$ cat src/hw/periph_irq_pkg.sv
package periph_irq_pkg;

  // register offsets on the plain port
  localparam logic [3:0] OFF_FLAGS_SECOND  = 4'h0;
  localparam logic [3:0] OFF_FLAGS_THIRD   = 4'h1;
  localparam logic [3:0] OFF_ENABLES_FIRST = 4'h2;
  localparam logic [3:0] OFF_ENABLES_SECOND = 4'h3;
  localparam logic [3:0] OFF_ENABLES_THIRD = 4'h4;
  localparam logic [3:0] OFF_IRQ_CONTROL   = 4'h5;
  localparam logic [3:0] OFF_IRQ_STATUS    = 4'h6;

  // reset values
  localparam logic [7:0] RST_FLAGS   = 8'h00;
  localparam logic [7:0] RST_ENABLES = 8'h00;
  localparam logic [1:0] RST_CONTROL = 2'h0;

  // second flag register bit positions
  localparam int BIT_OSC_FAIL       = 7;
  localparam int BIT_CMP_TWO        = 6;
  localparam int BIT_CMP_ONE        = 5;
  localparam int BIT_USB            = 4;
  localparam int BIT_SER1_COLLISION = 3;
  localparam int BIT_LOW_VOLTAGE    = 2;
  localparam int BIT_TMR3_OVERFLOW  = 1;
  localparam int BIT_CAPCOMP2       = 0;

  // third flag register bit positions
  localparam int BIT_SER2_DONE      = 7;
  localparam int BIT_SER2_COLLISION = 6;
  localparam int BIT_UART2_RECEIVE  = 5;
  localparam int BIT_UART2_TRANSMIT = 4;
  localparam int BIT_TMR4_MATCH     = 3;
  localparam int BIT_CAPCOMP5       = 2;
  localparam int BIT_CAPCOMP4       = 1;
  localparam int BIT_CAPCOMP3       = 0;

  // control register bit positions
  localparam int BIT_GLOBAL_ENABLE  = 0;
  localparam int BIT_PRIORITY_LEVELS = 1;

  // number of capture/compare units handled here (2,3,4,5)
  localparam int CAPCOMP_UNITS = 4;

  // operating mode of a capture/compare unit
  typedef enum logic [1:0] {
    MODE_OFF,
    MODE_CAPTURE,
    MODE_COMPARE,
    MODE_PWM
  } capcomp_mode_t;

  // one-cycle event pulses and levels from the peripherals
  typedef struct packed {
    logic                     osc_fail;
    logic                     cmp_two_out;
    logic                     cmp_one_out;
    logic                     usb_req;
    logic                     ser1_collision;
    logic                     lvd_trip;
    logic                     tmr3_overflow;
    logic                     ser2_done;
    logic                     ser2_collision;
    logic                     uart2_rx_full;
    logic                     uart2_tx_empty;
    logic                     tmr4_match;
    logic [CAPCOMP_UNITS-1:0] capture;
    logic [CAPCOMP_UNITS-1:0] compare;
  } periph_events_t;

endpackage : periph_irq_pkg

$ cat src/hw/peripheral_irq_flag_enable.sv
// Added by the designer: the address map and strobed register access.
`timescale 1ns/1ps
`default_nettype none

module peripheral_irq_flag_enable
  import periph_irq_pkg::*;
#(
  parameter int REG_WIDTH = 8
) (
  // clock and reset
  input  wire logic                 mclk,
  input  wire logic                 rst,
  // register port
  input  wire logic [3:0]           reg_addr,
  input  wire logic [REG_WIDTH-1:0] reg_wdata,
  input  wire logic                 reg_wr,
  input  wire logic                 reg_rd,
  output logic [REG_WIDTH-1:0]      reg_rdata,
  // peripheral events
  input  wire periph_events_t       events,
  input  wire capcomp_mode_t        capcomp_mode [CAPCOMP_UNITS],
  // first flag register, kept by another block
  input  wire logic [7:0]           flags_first,
  // priority of each source, 1 is high: {third, second, first}
  input  wire logic [23:0]          source_high_priority,
  // requests to the core
  output logic                      periph_irq,
  output logic                      periph_irq_high,
  output logic                      periph_irq_low
);

  // capture in capture mode or match in compare mode
  function automatic logic capcomp_hit(input capcomp_mode_t mode,
                                       input logic cap,
                                       input logic cmp);
    capcomp_hit = ((mode == MODE_CAPTURE) && cap) ||
                  ((mode == MODE_COMPARE) && cmp);
  endfunction : capcomp_hit

  // used for the plain request and for both priority halves,
  // so the three views of the sources stay consistent
  // or over sources that are both flagged and enabled
  function automatic logic any_pending(input logic [23:0] flags,
                                       input logic [23:0] enables,
                                       input logic [23:0] select);
    any_pending = |(flags & enables & select);
  endfunction : any_pending

  // the first flag register lives in another block and comes in
  // as a level; only its enables are kept here
  // flag and enable registers
  logic [7:0]           flags_second_ff;     // second flag register
  logic [7:0]           nxt_flags_second;
  logic [7:0]           flags_third_ff;      // third flag register
  logic [7:0]           nxt_flags_third;
  logic [7:0]           enables_first_ff;    // first enable register
  logic [7:0]           enables_second_ff;   // second enable register
  logic [7:0]           enables_third_ff;    // third enable register
  logic [1:0]           control_ff;          // global and priority enables

  // comparator change detection
  logic                 cmp_two_prev_ff;     // last comparator 2 output
  logic                 cmp_one_prev_ff;     // last comparator 1 output
  logic                 cmp_armed_ff;        // history valid after reset

  // request outputs and read data
  logic                 irq_ff;
  logic                 irq_high_ff;
  logic                 irq_low_ff;
  logic [REG_WIDTH-1:0] rdata_ff;
  logic [REG_WIDTH-1:0] nxt_rdata;

  // set requests per register
  logic [7:0]           set_second;
  logic [7:0]           set_third;
  logic [3:0]           capcomp_set;

  // combined vectors for gating
  logic [23:0]          all_flags;
  logic [23:0]          all_enables;
  logic                 global_enable;
  logic                 priority_levels;
  logic                 nxt_irq_high;
  logic                 nxt_irq_low;

  // the write strobe is one cycle long and the port never waits,
  // so each decode below acts for exactly one edge
  // decoded write strobes
  logic                 wr_flags_second;
  logic                 wr_flags_third;

  assign wr_flags_second = reg_wr && (reg_addr == OFF_FLAGS_SECOND);
  assign wr_flags_third  = reg_wr && (reg_addr == OFF_FLAGS_THIRD);

  assign global_enable   = control_ff[BIT_GLOBAL_ENABLE];
  assign priority_levels = control_ff[BIT_PRIORITY_LEVELS];

  // a unit in pwm mode still runs its match logic every period;
  // letting that reach the flag would raise a request on each
  // cycle of the waveform, so only capture and compare modes
  // may set a unit flag; off mode is treated the same way so a
  // unit that is being reconfigured stays quiet
  // capture/compare events, pwm and off modes never flag
  always_comb begin
    capcomp_set = 4'h0;
    for (int i = 0; i < CAPCOMP_UNITS; i++) begin
      capcomp_set[i] = capcomp_hit(capcomp_mode[i],
                                   events.capture[i],
                                   events.compare[i]);
    end
  end

  // every set term is a pulse or level from logic on mclk, so no
  // synchroniser sits in front; a source held high keeps setting
  // its flag and software cannot clear it until the source lets
  // go, which is what polling code expects
  // the comparator terms compare against last cycle's level and
  // are masked until that history holds a real sample
  // set requests for the second flag register
  always_comb begin
    set_second = 8'h00;
    set_second[BIT_OSC_FAIL] = events.osc_fail;
    set_second[BIT_CMP_TWO] = cmp_armed_ff &&
                              (events.cmp_two_out != cmp_two_prev_ff);
    set_second[BIT_CMP_ONE] = cmp_armed_ff &&
                              (events.cmp_one_out != cmp_one_prev_ff);
    set_second[BIT_USB] = events.usb_req;
    set_second[BIT_SER1_COLLISION] = events.ser1_collision;
    set_second[BIT_LOW_VOLTAGE] = events.lvd_trip;
    set_second[BIT_TMR3_OVERFLOW] = events.tmr3_overflow;
    set_second[BIT_CAPCOMP2] = capcomp_set[0];
  end

  // bits 5 and 4 have no set term here; the uart levels drive
  // them directly in the next-value logic below
  // set requests for the third flag register
  always_comb begin
    set_third = 8'h00;
    set_third[BIT_SER2_DONE] = events.ser2_done;
    set_third[BIT_SER2_COLLISION] = events.ser2_collision;
    set_third[BIT_TMR4_MATCH] = events.tmr4_match;
    set_third[BIT_CAPCOMP3] = capcomp_set[1];
    set_third[BIT_CAPCOMP4] = capcomp_set[2];
    set_third[BIT_CAPCOMP5] = capcomp_set[3];
  end

  // software write and hardware set meet here; the write is
  // applied first and the set ored on top, so an event that
  // lands in the same cycle as a clearing write is never lost
  // writing a 1 sets the flag, which lets software test the
  // request path without a live source
  // next value of the second flag register
  always_comb begin
    nxt_flags_second = flags_second_ff;
    // software write stores, writing 0 clears
    if (wr_flags_second) begin
      nxt_flags_second = reg_wdata[7:0];
    end
    nxt_flags_second = nxt_flags_second | set_second;
  end

  // the two uart bits are overridden after the write and set
  // terms: they only follow the buffer levels, so a write to
  // them is dropped and no stale 1 survives once the receive
  // buffer drains or the transmit buffer fills
  // next value of the third flag register
  always_comb begin
    nxt_flags_third = flags_third_ff;
    if (wr_flags_third) begin
      nxt_flags_third = reg_wdata[7:0];
    end
    nxt_flags_third = nxt_flags_third | set_third;
    nxt_flags_third[BIT_UART2_RECEIVE] = events.uart2_rx_full;
    nxt_flags_third[BIT_UART2_TRANSMIT] = events.uart2_tx_empty;
  end

  // each flag register has its own process so a fault in one
  // cannot hold the other; both clear together on reset
  // second flag register, set wins over a clearing write
  always_ff @(posedge mclk) begin
    if (rst) begin
      flags_second_ff <= RST_FLAGS;
    end else begin
      flags_second_ff <= nxt_flags_second;
    end
  end

  // third flag register
  always_ff @(posedge mclk) begin
    if (rst) begin
      flags_third_ff <= RST_FLAGS;
    end else begin
      flags_third_ff <= nxt_flags_third;
    end
  end

  // the history is cleared by reset rather than loaded, and the
  // armed bit keeps the first sample after release from being
  // taken as a change when a comparator output sits high
  // comparator history, first cycle after reset only loads
  always_ff @(posedge mclk) begin
    if (rst) begin
      cmp_two_prev_ff <= 1'b0;
      cmp_one_prev_ff <= 1'b0;
      cmp_armed_ff    <= 1'b0;
    end else begin
      cmp_two_prev_ff <= events.cmp_two_out;
      cmp_one_prev_ff <= events.cmp_one_out;
      cmp_armed_ff    <= 1'b1;
    end
  end

  // enables never touch the flags; they only gate the request
  // below, so a source can be polled with its enable off and
  // switched to interrupt mode later without losing an event
  // enable registers, plain read/write storage
  always_ff @(posedge mclk) begin
    if (rst) begin
      enables_first_ff  <= RST_ENABLES;
      enables_second_ff <= RST_ENABLES;
      enables_third_ff  <= RST_ENABLES;
    end else if (reg_wr) begin
      case (reg_addr)
        OFF_ENABLES_FIRST: begin
          enables_first_ff <= reg_wdata[7:0];
        end
        OFF_ENABLES_SECOND: begin
          enables_second_ff <= reg_wdata[7:0];
        end
        OFF_ENABLES_THIRD: begin
          enables_third_ff <= reg_wdata[7:0];
        end
        default: begin
          // other offsets leave enables alone
        end
      endcase
    end
  end

  // both control bits reset to 0, so after power-up nothing
  // reaches the core until software opens the path
  // global enable and priority mode
  always_ff @(posedge mclk) begin
    if (rst) begin
      control_ff <= RST_CONTROL;
    end else if (reg_wr && (reg_addr == OFF_IRQ_CONTROL)) begin
      control_ff <= reg_wdata[1:0];
    end
  end

  // flags and enables laid out as {third, second, first}
  assign all_flags   = {flags_third_ff, flags_second_ff, flags_first};
  assign all_enables = {enables_third_ff, enables_second_ff,
                        enables_first_ff};

  // without priority levels every source shares one request and
  // the global enable is the only master switch
  // with priority levels the high sources go straight through,
  // their masking belongs to the core side, while the global
  // enable now only holds back the low sources
  // the per-source priority comes in as a level from the block
  // that keeps the priority registers
  // split pending requests by priority
  always_comb begin
    nxt_irq_high = 1'b0;
    nxt_irq_low  = 1'b0;
    if (priority_levels) begin
      // high sources bypass the global enable
      nxt_irq_high = any_pending(all_flags, all_enables,
                                 source_high_priority);
      nxt_irq_low  = global_enable &&
                     any_pending(all_flags, all_enables,
                                 ~source_high_priority);
    end else begin
      nxt_irq_low  = global_enable &&
                     any_pending(all_flags, all_enables, 24'hFFFFFF);
    end
  end

  // the requests are registered so the core sees a clean level
  // with no glitch from the wide and-or tree; the cost is one
  // cycle between the flag rising and the request rising
  // registered requests to the core
  always_ff @(posedge mclk) begin
    if (rst) begin
      irq_ff      <= 1'b0;
      irq_high_ff <= 1'b0;
      irq_low_ff  <= 1'b0;
    end else begin
      irq_ff      <= nxt_irq_high || nxt_irq_low;
      irq_high_ff <= nxt_irq_high;
      irq_low_ff  <= nxt_irq_low;
    end
  end

  // the status offset shows the registered requests, the same
  // values the core sees, so software can tell which level is
  // pending; writes to it and to unmapped offsets are dropped
  // read data mux, unmapped offsets read zero
  always_comb begin
    nxt_rdata = '0;
    case (reg_addr)
      OFF_FLAGS_SECOND: begin
        nxt_rdata[7:0] = flags_second_ff;
      end
      OFF_FLAGS_THIRD: begin
        nxt_rdata[7:0] = flags_third_ff;
      end
      OFF_ENABLES_FIRST: begin
        nxt_rdata[7:0] = enables_first_ff;
      end
      OFF_ENABLES_SECOND: begin
        nxt_rdata[7:0] = enables_second_ff;
      end
      OFF_ENABLES_THIRD: begin
        nxt_rdata[7:0] = enables_third_ff;
      end
      OFF_IRQ_CONTROL: begin
        nxt_rdata[1:0] = control_ff;
      end
      OFF_IRQ_STATUS: begin
        // live request state
        nxt_rdata[2:0] = {irq_low_ff, irq_high_ff, irq_ff};
      end
      default: begin
        nxt_rdata = '0;
      end
    endcase
  end

  // read data falls back to zero outside the read slot so a
  // shared read bus can or this port with its neighbours
  // read data stands only in the cycle after the strobe
  always_ff @(posedge mclk) begin
    if (rst) begin
      rdata_ff <= '0;
    end else if (reg_rd) begin
      rdata_ff <= nxt_rdata;
    end else begin
      rdata_ff <= '0;
    end
  end

  // all outputs come straight from flip-flops
  // outputs
  assign reg_rdata       = rdata_ff;
  assign periph_irq      = irq_ff;
  assign periph_irq_high = irq_high_ff;
  assign periph_irq_low  = irq_low_ff;

endmodule : peripheral_irq_flag_enable

`default_nettype wire

$ cat config.mk
export PLATFORM = sky130hd
export DESIGN_NAME = peripheral_irq_flag_enable
export DESIGN_NICKNAME = d
export VERILOG_FILES = /design/src/hw/periph_irq_pkg.sv /design/src/hw/peripheral_irq_flag_enable.sv
export SDC_FILE = /design/constraint.sdc
export NUM_CORES = 1
export LEC_CHECK = 0
export BUFFER_PORTS_ARGS = -buffer_cell sky130_fd_sc_hd__buf_4
export CAP_MARGIN = 25
export CELL_PAD_IN_SITES_DETAIL_PLACEMENT = 1
export CELL_PAD_IN_SITES_GLOBAL_PLACEMENT = 1
export CORE_ASPECT_RATIO = 1.4
export CORE_UTILIZATION = 40
export CTS_CLUSTER_DIAMETER = 30
export DETAILED_ROUTE_END_ITERATION = 10
export HOLD_SLACK_MARGIN = 0.1
export PLACE_DENSITY = 0.93
export SLEW_MARGIN = 5
export SYNTH_ARGS = -nofsm -noshare
export SYNTH_HDL_FRONTEND = slang
export SYNTH_SLANG_ARGS = --single-unit
$ cat constraint.sdc
create_clock -name mclk -period 3.2 [get_ports mclk]
set_input_delay 0.48 -clock mclk [delete_from_list [all_inputs] [get_ports mclk]]
set_output_delay 0.48 -clock mclk [all_outputs]
set_load 0.01 [all_outputs]
==> impl_metrics.ini, run 1 <==
[clock_tree]
cts_resized = 0
clkLatencyLatePin_ns = 0.31
holdBufCountCts = 0
clkTransAtPathRegs_ns = 0.10
cts_tree = built
postCtsSetupRepairBufs = 0
cts_inserted_buffers = 5
h-tree-depth = 2
clock_sinks = 56
clock_path_buffers = 2
cts-root-buf = clkbuf_8

[synthesis]
yosysSeqAreaShare_pct = 38.72
syn-mean-instance-area_sq_um = 8.020
netlist_area_sq_um = 2895
synth_cell_type_count = 44
syn-num-nets = 437
synth_cells = 361
async_flop_share_pct = 0
ys_warn_count = 0
synthFlopType = dfxtp_1
synth_edf_count = 0
yosys_register_bits = 56

[pwr]
finalPower_w = 0.001357
leakage_nw = 1.446
power_density_nw_per_um2 = 370.7
ir_drop_mv = 0.2436

[detailed_routing]
drtPass1Iterations = 5
vias_per_cell = 6.000
vias = 3204
wl_per_cell_microns = 20.39
drt-total-wl_microns = 10890
postRouteAntennaNets = 0
drc = 0
drt_iter0_markers = 214

[layout]
num-fill-cells = 894
most-common-layout-cells = 89 x buf_4, 61 x nand2_1, 56 x dfxtp_1
syn2layout_area_growth_pct = 26.45
n_antenna_cell = 0
instances_no_fill = 534
nets = 514
fin_util_pct = 52.44
drive_above_1_share_pct = 24.60
final_common_cell = buf_4

[timing]
holdWs_ns = 0.3756
clock_skew_ns = 0.009674
slew_viol_final = 0
worstMarginPinSlew_ns = 0.4884
fin_crit_ns = 1.700
finalSetupViolCount = 0
finalHoldViolations = 0
fmax_mhz = 588.4
rsz0062_at_grt = false
relSlewSlack_pct = 67.44
setup_tns_ns = 0
finalCritPeriodShare_pct = 53.11

[setup_path]
path_max_fanout = 14
worstSetupPathType = in2reg
cp_top_family = simple AND/OR/NAND/NOR gates
critPathArrivalTime_ns = 1.88
rr_startpoint = flags_third_ff[0]
start_kind = input port
r2r-end = periph_irq
rrSetupSlack_ns = 1.67
max_stage_delay_ns = 0.37
crit_path_frequent_cell = buf_4
reg2reg_depth = 5
cp_num_cells = 6
path_cells = buf_4 > nor4_4 > buf_4 > nand2_2 > a211oi_1 > nor2_1
slowest_stage = a211oi_1
crit_required_ns = 3.38
endpoint_kind = flop
cp_num_buf_inv = 2

[job]
drv_cap = 0

[grt]
grt_pass1_vias = 3227
grt_pass1_wl_microns = 16850
antenna_found_initial = 0
track_usage_pct = 30.21
grt_start_max_net_pins = 46
overflow = 0

[floorplan]
dieWidth_microns = 73.91
start_util_pct = 41.47
die-area_sq_um = 7587
num_rows = 36
core_area_sq_um = 6982
num_io_pins = 87
die_h_microns = 102.7

[place]
io_buffers = 86
place_inst = 526
gp_congestion = 0.9817
hpwl_microns = 8490

[worst_hold_path]
hold_class = in2reg
hold-path-endpoint = flags_third_ff[4]
hold_depth = 2
hold_start = events[9]

[run_status]
run_status = finished clean
[sequential cells by signal (all words and copies together) (netlist names)]
signal and flops:
periph_irq 1, cmp_one_prev_ff 1, enables_third_ff 8, cmp_two_prev_ff 1
flags_third_ff 8, flags_second_ff 8, enables_second_ff 8, periph_irq_low 1
reg_rdata 8, periph_irq_high 1, control_ff 2, cmp_armed_ff 1
enables_first_ff 8
[metrics by stage]
stage / setup WS [ns] / cell area, sq um
2_1_floorplan: 1.697 / 2895
3_3_place_gp: 1.288 / 3567
3_5_place_dp: 1.200 / 3567
4_1_cts: 1.527 / 3661
5_1_grt: 1.484 / 3661
6_report: 1.500 / 3661
[report_power, final]
part	internal (W)	total [W]	switching, W
Combinational	0.0000953	0.000196	0.000101
Sequential	0.000719	0.000748	0.0000298
Clock	0.000177	0.000412	0.000236
Total	0.000991	0.00136	0.000366
[Yosys cell counts, types with 3 or more instances]
| cell type | n | area share (%) |
|---|---|---|
| nand2_1 | 61 | 7.9 |
| dfxtp_1 | 56 | 39 |
| nand3_1 | 52 | 9.0 |
| a21oi_1 | 33 | 5.7 |
| nor2_1 | 15 | 1.9 |
| mux2i_1 | 14 | 4.8 |
| nand3b_1 | 13 | 3.4 |
| a22oi_1 | 12 | 3.1 |
| nand4_1 | 11 | 2.4 |
| a31oi_1 | 10 | 2.2 |
| o22ai_1 | 8 | 1.7 |
| and3_1 | 6 | 1.3 |
| a211oi_1 | 5 | 1.3 |
| buf_2 | 5 | 0.86 |
| clkbuf_1 | 5 | 0.65 |
| nor2b_1 | 5 | 1.1 |
| buf_4 | 4 | 1.0 |
| inv_1 | 4 | 0.52 |
| o21ai_0 | 4 | 0.69 |
| buf_6 | 3 | 1.2 |
| nand2_2 | 3 | 0.65 |
| nor4_1 | 3 | 0.65 |
[cells by family after synthesis]
family	share of synthesized area (%)
AOI/OAI and AO/OA	18.06
DFF	38.72
xor gates and xnor gates	0.6051
muxes	5.229
and+or+nand+nor	32.76
buffers and inverters	4.624
[layout make-up]
class	count	area [sq um]	area share (%)
repair buffers	89	668.1	18.25
clock buffers	7	86.33	2.358
flip-flops and latches	56	1121	30.62
clock inverters	1	7.507	0.2051
multi-input cells	281	1640	44.81
well taps	95	118.9	3.247
inverters	5	18.77	0.5126
[worst max-delay path by stage]
stage          slack [ns]            endpoint        start
4_1_cts              1.53  flags_second_ff[4]  reg_addr[0]
2_1_floorplan        1.70        reg_rdata[5]  reg_addr[1]
3_5_place_dp         1.20  flags_second_ff[4]  reg_addr[0]
3_3_place_gp         1.29  flags_second_ff[2]  reg_addr[0]
6_report             1.50  flags_second_ff[4]  reg_addr[0]
5_1_grt              1.48  flags_second_ff[7]  reg_addr[0]
[per-layer routing]
metal	track usage [%]	share of wire, %	vias up
met5	0	0	-
met4	14.20	4.0	0
met3	3.715	5.8	34
met2	52.59	50	161
met1	36.41	40	1533
li1	-	-	1476
Power figures use the tool's default switching activity.
==> run 2: changes to the inputs <==
--- a/config.mk
+++ b/config.mk
@@ -5,16 +5,17 @@
 export SDC_FILE = /design/constraint.sdc
 export NUM_CORES = 1
 export LEC_CHECK = 0
+export ABC_AREA = 1
 export BUFFER_PORTS_ARGS = -buffer_cell sky130_fd_sc_hd__buf_4
 export CAP_MARGIN = 25
 export CELL_PAD_IN_SITES_DETAIL_PLACEMENT = 1
 export CELL_PAD_IN_SITES_GLOBAL_PLACEMENT = 1
 export CORE_ASPECT_RATIO = 1.4
-export CORE_UTILIZATION = 40
+export CORE_UTILIZATION = 35
 export CTS_CLUSTER_DIAMETER = 30
 export DETAILED_ROUTE_END_ITERATION = 10
 export HOLD_SLACK_MARGIN = 0.1
-export PLACE_DENSITY = 0.93
+export PLACE_DENSITY = 0.87
 export SLEW_MARGIN = 5
 export SYNTH_ARGS = -nofsm -noshare
 export SYNTH_HDL_FRONTEND = slang
==> constraint.sdc (replaced) <==
create_clock -name mclk -period 1.6 [get_ports mclk]
set_input_delay 0.24 -clock mclk [delete_from_list [all_inputs] [get_ports mclk]]
set_output_delay 0.24 -clock mclk [all_outputs]
set_load 0.01 [all_outputs]
==> run 2 against run 1 <==
Sequential share of layout area down 2.7 points. Clock skew shrank 0.0029 ns. Utilization decreased by 5.2 points. Clock power rose to 3.9 times the previous value. First-iteration DRC count down 31%. Via count rose by 7.1%. Largest cell class unchanged. Largest power group is now clock. Highest routed layer unchanged.
==> impl_metrics.ini, run 2 <==
[run_status]
run_status = finished clean

[timing]
fin_crit_ns = 1.315
clock_skew_ns = 0.006802
holdWs_ns = 0.1316
finalCritPeriodShare_pct = 82.18
rsz0062_at_grt = false
setup_tns_ns = 0
slew_viol_final = 0
fmax_mhz = 760.5
finalSetupViolCount = 0
relSlewSlack_pct = 76.45
worstMarginPinSlew_ns = 0.3524
finalHoldViolations = 0

[clock_tree]
clkLatencyLatePin_ns = 0.30
h-tree-depth = 2
cts_resized = 0
holdBufCountCts = 0
clkTransAtPathRegs_ns = 0.07
cts-root-buf = clkbuf_16
clock_path_buffers = 2
clock_sinks = 56
postCtsSetupRepairBufs = 0
cts_inserted_buffers = 5
cts_tree = built

[setup_path]
worstSetupPathType = reg2reg
crit_required_ns = 1.79
critPathArrivalTime_ns = 1.51
rr_startpoint = flags_third_ff[1]
max_stage_delay_ns = 0.35
path_max_fanout = 3
rrSetupSlack_ns = 0.29
endpoint_kind = flop
start_kind = flop
reg2reg_depth = 10
cp_top_family = simple AND/OR/NAND/NOR gates
r2r-end = periph_irq
slowest_stage = dfxtp_1
path_cells = nand2_1 > inv_1 > nand2_1 > nand2_1 > nor2_1 > nand2_1 > nor2_1 > nand2_1 > nand2_1 > nand2_1
cp_num_buf_inv = 1
cp_num_cells = 10
crit_path_frequent_cell = nand2_1

[synthesis]
synth_cells = 484
yosysSeqAreaShare_pct = 36.69
synth-simple-area-share_pct = 35.09
syn-mean-instance-area_sq_um = 6.313
ys_warn_count = 0
yosysTopAreaCellShare_pct = 36.69
synthMuxAreaShare_pct = 0
synth_xor_area_share_pct = 0
synthTopCellsByCount = 129 x nand2_1, 72 x inv_1, 56 x dfxtp_1, 48 x nor2_1, 45 x nand3_1
netlist_area_sq_um = 3055
syn-num-nets = 560
synthAdderAreaFrac_pct = 0
synth_most_common_cell = nand2_1
synth_compound_area_share_pct = 16.71
synth.area.top_cells = dfxtp_1 37%, nand2_1 16%, inv_1 8.8%
synth_top_area_cell = dfxtp_1
synthFlopType = dfxtp_1
synth_edf_count = 0
async_flop_share_pct = 0
synth_cell_type_count = 25
yosys_register_bits = 56
synth_top_family_by_area = simple AND/OR/NAND/NOR gates

[floorplan]
num_io_pins = 87
dieWidth_microns = 80.97
core_area_sq_um = 8508
start_util_pct = 35.91
num_rows = 40
die-area_sq_um = 9113
die_h_microns = 112.6

[layout]
nets = 648
drive_above_1_share_pct = 20.42
multiInputGateArea_sq_um = 1583
most-common-layout-cells = 129 x nand2_1, 90 x buf_4, 72 x inv_1
final_common_cell = nand2_1
seqCellArea_sq_um = 1121
n_antenna_cell = 0
syn2layout_area_growth_pct = 31.41
num-fill-cells = 1181

[grt]
grt_start_max_net_pins = 30
overflow = 0
grt_pass1_vias = 3568
antenna_found_initial = 0
grt_pass1_wl_microns = 17060
track_usage_pct = 24.75

[detailed_routing]
drt-total-wl_microns = 10580
wl_per_cell_microns = 15.61
vias_per_cell = 5.063
postRouteAntennaNets = 0
drc = 0
vias = 3433
drt_iter0_markers = 148
drtPass1Iterations = 4

[place]
hpwl_microns = 8431
io_buffers = 86
gp_congestion = 0.8701

[worst_hold_path]
hold-path-endpoint = flags_third_ff[6]
hold_depth = 3
hold_start = events[11]
hold_class = in2reg

[pwr]
leakage_nw = 1.939
ir_drop_mv = 0.8867
power_density_nw_per_um2 = 873.2

[job]
drv_cap = 0
## run 2: final cells by class
type	instances	area share, %
Multi-Input combinational cell	342	39.42
Sequential cell	56	27.92
Timing Repair Buffer	90	16.83
Inverter	77	7.199
Tap cell	105	3.272
Clock buffer	5	3.116
Clock inverter	3	2.244
## run 2: power by group
part	internal [W]	switching (W)
registers	0.00144	0.0000514
logic	0.000197	0.000226
clock network	0.00106	0.000534
## run 2: kinds of logic (layout without fill, tap and decap cells)
group           count (synthesis)  after routing
buf+inv                        86            175
flops                          56             56
compound gates                 97             97
simple gates                  245            245
## run 2: per-stage QoR
stage | area, sq um | total power (W) | setup WS (ns) | util, % | cells
after floorplan | 3055 | 0.001689 | 0.5190 | - | 484
after global placement | 3800 | 0.001925 | 0.2118 | 44.66 | 670
after detailed placement | 3800 | 0.001945 | 0.1445 | 44.66 | 670
after CTS | 4015 | 0.003521 | 0.2941 | 47.19 | 678
after global routing | 4015 | 0.003622 | 0.1733 | 47.19 | 678
final | 4015 | 0.003506 | 0.2852 | 47.19 | 678
## run 2: worst min-delay path, stage by stage
cell     delay, ns
buf_4         0.08
o21ai_1       0.05
inv_1         0.04
## run 2: how the worst max path moves through the flow
stage | slack (ns) | from | to
2_1_floorplan | 0.52 | reg_addr[0] | flags_second_ff[2]
3_3_place_gp | 0.21 | reg_addr[0] | flags_second_ff[2]
3_5_place_dp | 0.14 | reg_addr[0] | flags_second_ff[3]
4_1_cts | 0.29 | flags_third_ff[1] | periph_irq
5_1_grt | 0.17 | flags_third_ff[1] | periph_irq
6_report | 0.29 | flags_third_ff[1] | periph_irq
## run 2: layer usage
metal,wire length (microns),vias to the layer above,track usage [%]
met5,0,-,0
met4,327,0,9.762
met3,439,21,3.333
met2,5455,87,43.92
met1,4361,1604,29.23
li1,-,1721,-
